### src/design/pgl_regs.vh
// Register map, field positions and reset values of the graphics port legacy GPE and VC block.
// Functional notes
// A PME on the graphics port makes an assert/deassert PME GPE message pair upstream only while control bit 2 is 1; it resets to 0.
// A hot-plug event makes assert/deassert hot-plug GPE messages upstream only while control bit 1 is 1; it resets to 0.
// While control bit 0 is 0, its reset value, received GPE assert/deassert messages are dropped.
// While control bit 0 is 1, each received GPE assert or deassert message is relayed upstream as the same kind.
// The legacy control register is at offset ECh, resets to zero, and bits 31:3 read as zero.
// The VC header reports a next-capability pointer of 140h in bits 31:20.
// The VC header version field in bits 19:16 is fixed at 1.
// The VC header bits 15:0 read the capability identifier 0002h.
// The VC header sits at offset 100h, is read-only and reads 14010002h.
// The low-priority extended VC count in bits 6:4 of VC capability 1 reads as 000.
// The extended VC count in bits 2:0 of VC capability 1 at 104h resets to 001 and is write-once.
// After the first write to the extended VC count since reset, later writes to it are ignored.
// Each enabled GPE source sends assert when its condition starts and deassert when it ends.
`ifndef PGL_REGS_VH
`define PGL_REGS_VH

`define PGL_OFS_LEGACY_CTRL   12'h0EC
`define PGL_OFS_VC_HEADER     12'h100
`define PGL_OFS_VC_CAP_ONE    12'h104

`define PGL_LEGACY_CTRL_RST   32'h00000000
`define PGL_BIT_GENERAL_EN    0
`define PGL_BIT_HOTPLUG_EN    1
`define PGL_BIT_PME_EN        2

`define PGL_VC_NEXT_PTR       12'h140
`define PGL_VC_VERSION        4'h1
`define PGL_VC_CAP_ID         16'h0002
`define PGL_VC_HEADER_VAL     32'h14010002

`define PGL_LOW_PRIORITY_VC_GROUP_COUNT        3'h0
`define PGL_EXT_VC_COUNT_RST  3'h1

`endif

### src/design/pgl_top.v
// Configuration registers and upstream GPE message generation for the graphics attach port.
`include "pgl_regs.vh"

module pgl_top (
    input  wire        i_ref_clk,
    input  wire        i_sys_rst,
    input  wire        i_cfg_wr,
    input  wire        i_cfg_rd,
    input  wire [11:0] i_cfg_addr,
    input  wire [3:0]  i_cfg_be,
    input  wire [31:0] i_cfg_wdata,
    input  wire        i_pme_active,
    input  wire        i_hotplug_active,
    input  wire        i_gpe_assert_rx,
    input  wire        i_gpe_deassert_rx,
    output reg  [31:0] o_cfg_rdata,
    output reg         o_cfg_rd_valid,
    output reg         o_pme_event_assert_msg,
    output reg         o_pme_event_deassert_msg,
    output reg         o_hotplug_event_assert_msg,
    output reg         o_hotplug_event_deassert_msg,
    output reg         o_general_event_assert_msg,
    output reg         o_general_event_deassert_msg,
    output reg         o_pme_gpe_message_enable,
    output reg         o_hotplug_gpe_message_enable,
    output reg         o_general_gpe_forward_enable
);

    reg  [2:0]  legacy_ctrl_r;
    reg  [2:0]  ext_vc_count_r;
    reg         ext_vc_locked_r;
    reg         pme_sent_r;
    reg         hotplug_sent_r;
    reg  [31:0] rdata_nxt;

    wire        wr_legacy;
    wire        wr_cap_one;
    wire        pme_level;
    wire        hotplug_level;
    wire [31:0] legacy_ctrl_word;
    wire [31:0] vc_header_word;
    wire [31:0] vc_cap_one_word;

    assign wr_legacy  = i_cfg_wr && (i_cfg_addr == `PGL_OFS_LEGACY_CTRL) && i_cfg_be[0];
    assign wr_cap_one = i_cfg_wr && (i_cfg_addr == `PGL_OFS_VC_CAP_ONE) && i_cfg_be[0];

    // Reserved bits are constant zero rather than stored.
    assign legacy_ctrl_word = {29'h00000000, legacy_ctrl_r};
    assign vc_header_word   = {`PGL_VC_NEXT_PTR, `PGL_VC_VERSION, `PGL_VC_CAP_ID};
    assign vc_cap_one_word  = {25'h0000000, `PGL_LOW_PRIORITY_VC_GROUP_COUNT, 1'b0, ext_vc_count_r};

    // The source level is gated by its enable, so clearing an enable while a
    // condition is active still sends the closing deassert and no GPE is left stuck.
    assign pme_level     = i_pme_active && legacy_ctrl_r[`PGL_BIT_PME_EN];
    assign hotplug_level = i_hotplug_active && legacy_ctrl_r[`PGL_BIT_HOTPLUG_EN];

    always @(posedge i_ref_clk) begin
        if (i_sys_rst) begin
            legacy_ctrl_r <= 3'h0;
        end else if (wr_legacy) begin
            legacy_ctrl_r <= i_cfg_wdata[2:0];
        end
    end

    always @(posedge i_ref_clk) begin
        if (i_sys_rst) begin
            ext_vc_count_r  <= `PGL_EXT_VC_COUNT_RST;
            ext_vc_locked_r <= 1'b0;
        end else if (wr_cap_one && !ext_vc_locked_r) begin
            ext_vc_count_r  <= i_cfg_wdata[2:0];
            ext_vc_locked_r <= 1'b1;
        end
    end

    always @* begin
        rdata_nxt = 32'h00000000;
        case (i_cfg_addr)
            `PGL_OFS_LEGACY_CTRL: rdata_nxt = legacy_ctrl_word;
            `PGL_OFS_VC_HEADER:   rdata_nxt = vc_header_word;
            `PGL_OFS_VC_CAP_ONE:  rdata_nxt = vc_cap_one_word;
            default:              rdata_nxt = 32'h00000000;
        endcase
    end

    always @(posedge i_ref_clk) begin
        if (i_sys_rst) begin
            o_cfg_rdata    <= 32'h00000000;
            o_cfg_rd_valid <= 1'b0;
        end else begin
            o_cfg_rd_valid <= i_cfg_rd;
            if (i_cfg_rd) begin
                o_cfg_rdata <= rdata_nxt;
            end
        end
    end

    always @(posedge i_ref_clk) begin
        if (i_sys_rst) begin
            pme_sent_r                   <= 1'b0;
            hotplug_sent_r               <= 1'b0;
            o_pme_event_assert_msg       <= 1'b0;
            o_pme_event_deassert_msg     <= 1'b0;
            o_hotplug_event_assert_msg   <= 1'b0;
            o_hotplug_event_deassert_msg <= 1'b0;
            o_general_event_assert_msg   <= 1'b0;
            o_general_event_deassert_msg <= 1'b0;
        end else begin
            pme_sent_r                   <= pme_level;
            hotplug_sent_r               <= hotplug_level;
            o_pme_event_assert_msg       <= pme_level && !pme_sent_r;
            o_pme_event_deassert_msg     <= !pme_level && pme_sent_r;
            o_hotplug_event_assert_msg   <= hotplug_level && !hotplug_sent_r;
            o_hotplug_event_deassert_msg <= !hotplug_level && hotplug_sent_r;
            o_general_event_assert_msg   <= i_gpe_assert_rx &&
                                            legacy_ctrl_r[`PGL_BIT_GENERAL_EN];
            o_general_event_deassert_msg <= i_gpe_deassert_rx &&
                                            legacy_ctrl_r[`PGL_BIT_GENERAL_EN];
        end
    end

    always @(posedge i_ref_clk) begin
        if (i_sys_rst) begin
            o_pme_gpe_message_enable     <= 1'b0;
            o_hotplug_gpe_message_enable <= 1'b0;
            o_general_gpe_forward_enable <= 1'b0;
        end else begin
            o_pme_gpe_message_enable     <= legacy_ctrl_r[`PGL_BIT_PME_EN];
            o_hotplug_gpe_message_enable <= legacy_ctrl_r[`PGL_BIT_HOTPLUG_EN];
            o_general_gpe_forward_enable <= legacy_ctrl_r[`PGL_BIT_GENERAL_EN];
        end
    end

endmodule // pgl_top

### config.mk
export PLATFORM = sky130hd
export DESIGN_NAME = pgl_top
export DESIGN_NICKNAME = d
export VERILOG_FILES = /design/src/design/pgl_top.v
export VERILOG_INCLUDE_DIRS = /design/src /design/src/design
export SDC_FILE = /design/constraint.sdc
export NUM_CORES = 1
export LEC_CHECK = 0
export BUFFER_PORTS_ARGS = -buffer_cell sky130_fd_sc_hd__clkbuf_2
export CAP_MARGIN = 15
export CORE_AREA = 2 2 65 52
export CTS_BUF_LIST = sky130_fd_sc_hd__clkbuf_4
export DETAILED_ROUTE_END_ITERATION = 8
export DIE_AREA = 0 0 67 54
export PLACE_DENSITY = 0.84
export SLEW_MARGIN = 5
export SYNTH_ARGS = -nofsm -noshare
export SYNTH_HDL_FRONTEND = slang
export SYNTH_SLANG_ARGS = --single-unit
export TNS_END_PERCENT = 50
### constraint.sdc
create_clock -name i_ref_clk -period 2 [get_ports i_ref_clk]
set_input_delay 0.4 -clock i_ref_clk [delete_from_list [all_inputs] [get_ports i_ref_clk]]
set_output_delay 0.4 -clock i_ref_clk [all_outputs]
set_load 0.01 [all_outputs]
==> metrics.md <==
| Metric | Value |
|---|---|
| Detailed Route WL | `between 1.5 and 2 mm` |
| Fmax | `approximately 790 MHz` |
| Max stage delay on crit path | `0.40 ns` |
| Crit Path Max Fanout | `3` |
| Pins over their slew limit | `0` |
| Worst-path clk slew | `0.13 ns` |
| IO buf count | `39` |
| Yosys reg bits | `23` |
| Vias in the first global route | `646` |
| Initial Utilization | `0.351` |
| Global-route wire length before repair | `roughly 2.7 mm` |
| Placed Cells | `184` |
| CTS Hold Buffers Added | `0` |
| Synth Area in XOR/XNOR | `0` |
| Die ar. | `3620 sq um` |
| Resize count post-CTS | `0` |
| Grt met3 use | `0.0418` |
| Tmin final | `1.27 ns` |
| Mapped Cells | `about 110` |
| TNS Setup | `0 ns` |
| CTS Buf Count | `3` |
| Layout area overhead | `13.9%` |
| Num ports | `98` |
| Largest family of logic cells by synthesized area | `buffers and inverters` |
| Synth Area in Adders | `0` |
| CP Capture Type | `output pin` |
| Final Non-Filler Cells | `188` |
| Crit path kind | `reg2out` |
| Initial antenna violation count | `0` |
| Synth Area in Compound Gates | `0.0803` |
| GR Util met1 | `0.116` |
| CP delay by family, top | `flip-flops` |
| Max-cap violation count | `0` |
| Buf/Inv on CP | `1` |
| Storage element area | `between 400 and 500 sq um` |
| Clk_skew | `0.0117 ns` |
| Clock sinks | `23` |
| CP Cell Sequence | `clkbuf_2` |
| Largest net degree at the start of global routing | `22` |
| Antenna fix cells | `0` |
| Pre-antenna DRT Iters | `6` |
| Avg WL per Cell | `9.84 um` |
| P per Cell Area | `605 nW/um^2` |
| Share of cells above drive strength 1 | `0.358` |
| Yosys top cell area share | `0.428` |
| Synth warn | `0` |
| Max clock buf depth | `2` |
| FFs w/ async S/R, synth | `0` |
| TritonCTS clock tree | `done` |
| Post-synthesis cell type count | `29` |
| Outcome | `finished clean` |
| Die X | `67 um` |
| Clk_lat worst skew | `0.31 ns` |
| Final hold vios | `0` |
| CTS H-tree lvls | `1` |
| Fillers | `333` |
| Final setup violation count | `0` |
| GR Overflow Total | `0` |
| Critical path data arrival time | `roughly 0.87 ns` |
| Top post-synthesis cells by area | `dfxtp_1 43%, buf_4 21%, mux2_2 3.1%` |
| Core box area | `3060 sq um` |
| Root buffer cell | `clkbuf_4` |
| Predominant post-synthesis flop cell | `dfxtp_1` |
| Synthesized cell area | `1070 sq um` |
| HPWL after detailed placement | `between 1.5 and 2 mm` |
| Post-route ant nets | `0` |
| Hold Path Class | `in2reg` |
| Vias/cell | `~4.2` |
| Footprint of the multi-input gates | `468 sq um` |
| Final period util | `0.633` |
| FP Rows | `18` |
| All-Layer GR Usage | `0.104` |
| Seq/Total Area, Yosys | `0.428` |
| Simple-gate share of the synthesized area | `0.214` |
| Peak supply drop | `0.000218 V` |
| Layer with the highest usage | `met2` |
| Post-synthesis mux area share | `0.0501` |
| Global Route met2 Usage | `0.175` |
| Yosys top cell by area | `dfxtp_1` |
| Routed vias | `784` |
| Die H | `approximately 54 um` |
| CP Launch Type | `flip-flop` |
| Req. time, crit path | `1.60 ns` |
| DRT iter0 DRCs | `28` |
| R2R Setup Slk | `0.76 ns` |
| Setup Buffers After CTS | `0` |
| Count of flip-flops with a built-in enable after synthesis | `0` |
| Average cell area after synthesis | `9.86 sq um` |
| Leakage Power | `~0.6 nW` |
| Nets@finish | `205` |
| Unrepaired setup endpoints after global routing | `no` |
| Residual DRC | `0` |
| Highest-delay cell along the critical path | `dfxtp_1` |
| Routability cong. | `0.721` |
## routing by layer
layer	vias to the layer above	part of all wire
li1	398	-
met1	346	0.42
met2	38	0.47
met3	2	0.093
met4	0	0.014
met5	-	0
## worst reg2reg max path, stage by stage (launching register included)
cell	delay (ns)
dfxtp_1	0.33
nor3b_1	0.20
nand4_1	0.27
a211o_1	0.35
## Yosys cell counts, types with 2 or more instances
library cell   n
nor2_1         7
mux2i_1        2
nor2b_1        5
and2_1         2
a21oi_1        2
nand2_1        6
and3b_1        2
dfxtp_1       23
a222oi_1       2
nor3_1         2
mux2_2         3
inv_1          4
a211oi_1       2
nor4_2         2
buf_4         30
nand4b_1       2
## path summary, 6_finish.rpt
kind | startpoint | endpoint | cells after the start
worst min-delay path | i_gpe_deassert_rx | o_general_event_deassert_msg$_SDFF_PP0_ | 2
worst max-delay path | o_cfg_rdata[0]$_SDFFE_PP0P_ | o_cfg_rdata[0] | 1
worst min register to register | hotplug_sent_r$_SDFF_PP0_ | o_hotplug_event_assert_msg$_SDFF_PP0_ | 1
worst max register to register | ext_vc_locked_r$_SDFFE_PP0P_ | ext_vc_count_r[0]$_SDFFE_PP1P_ | 3
## logic make-up after synthesis
group                  Yosys count
AO/OA/AOI/OAI                   10
other                            1
AND/OR/NAND/NOR                 36
buffers and inverters           34
multiplexers                     5
flip-flops                      23
## cell usage in the layout (no fill, tap or decap), drive strengths merged
cell,n
clkinv,1
mux2i,2
a211oi,2
buf,1
a211o,1
nand4b,2
o32ai,1
inv,4
nor2b,5
conb,26
nor4,2
a21oi,2
a222oi,2
mux2,3
nor3b,2
and2b,1
nand2,6
nand2b,1
nor2,7
clkbuf,42
and3,1
nor3,2
dfxtp,23
a32oi,1
and3b,3
and4b,1
o2111ai,1
nand4,1
and2,2
## sequential cells by signal, indices dropped and copies added, names as in the netlist
name / count
o_pme_gpe_message_enable: 1
o_pme_event_assert_msg: 1
o_cfg_rd_valid: 1
o_pme_event_deassert_msg: 1
o_general_gpe_forward_enable: 1
ext_vc_count_r: 3
ext_vc_locked_r: 1
legacy_ctrl_r: 3
o_hotplug_event_deassert_msg: 1
o_cfg_rdata: 4
pme_sent_r: 1
o_hotplug_event_assert_msg: 1
o_hotplug_gpe_message_enable: 1
hotplug_sent_r: 1
o_general_event_deassert_msg: 1
o_general_event_assert_msg: 1
## metrics by stage
step                hold WS (ns)  instance area [sq um]  total power [W]  setup slack, ns   util
floorplan                  0.393                   1170         0.000547            0.463      -
global placement           0.399                   1200         0.000538            0.412  0.391
detailed placement         0.406                   1200         0.000539            0.363  0.391
CTS                        0.271                   1220         0.000753            0.714  0.400
global route               0.256                   1220         0.000787            0.639  0.400
finish                     0.286                   1220         0.000740            0.733  0.400
## area by class of cell
class,instances,share of cell area
multi-input combinational,77,0.382
sequential,23,0.376
timing repair buffer,40,0.166
tap,40,0.0409
clock buffer,3,0.0184
inverter,4,0.0123
clock inverter,1,0.00409
## where the power goes
part           internal (W)  switching, W  leakage (nW)  total (W)
Combinational     0.0000239     0.0000460         0.400  0.0000699
Sequential         0.000459   0.000000320         0.185   0.000459
Clock             0.0000747      0.000136        0.0177   0.000211
Total              0.000558      0.000183         0.603   0.000740
(Power assumes the default switching activity.)
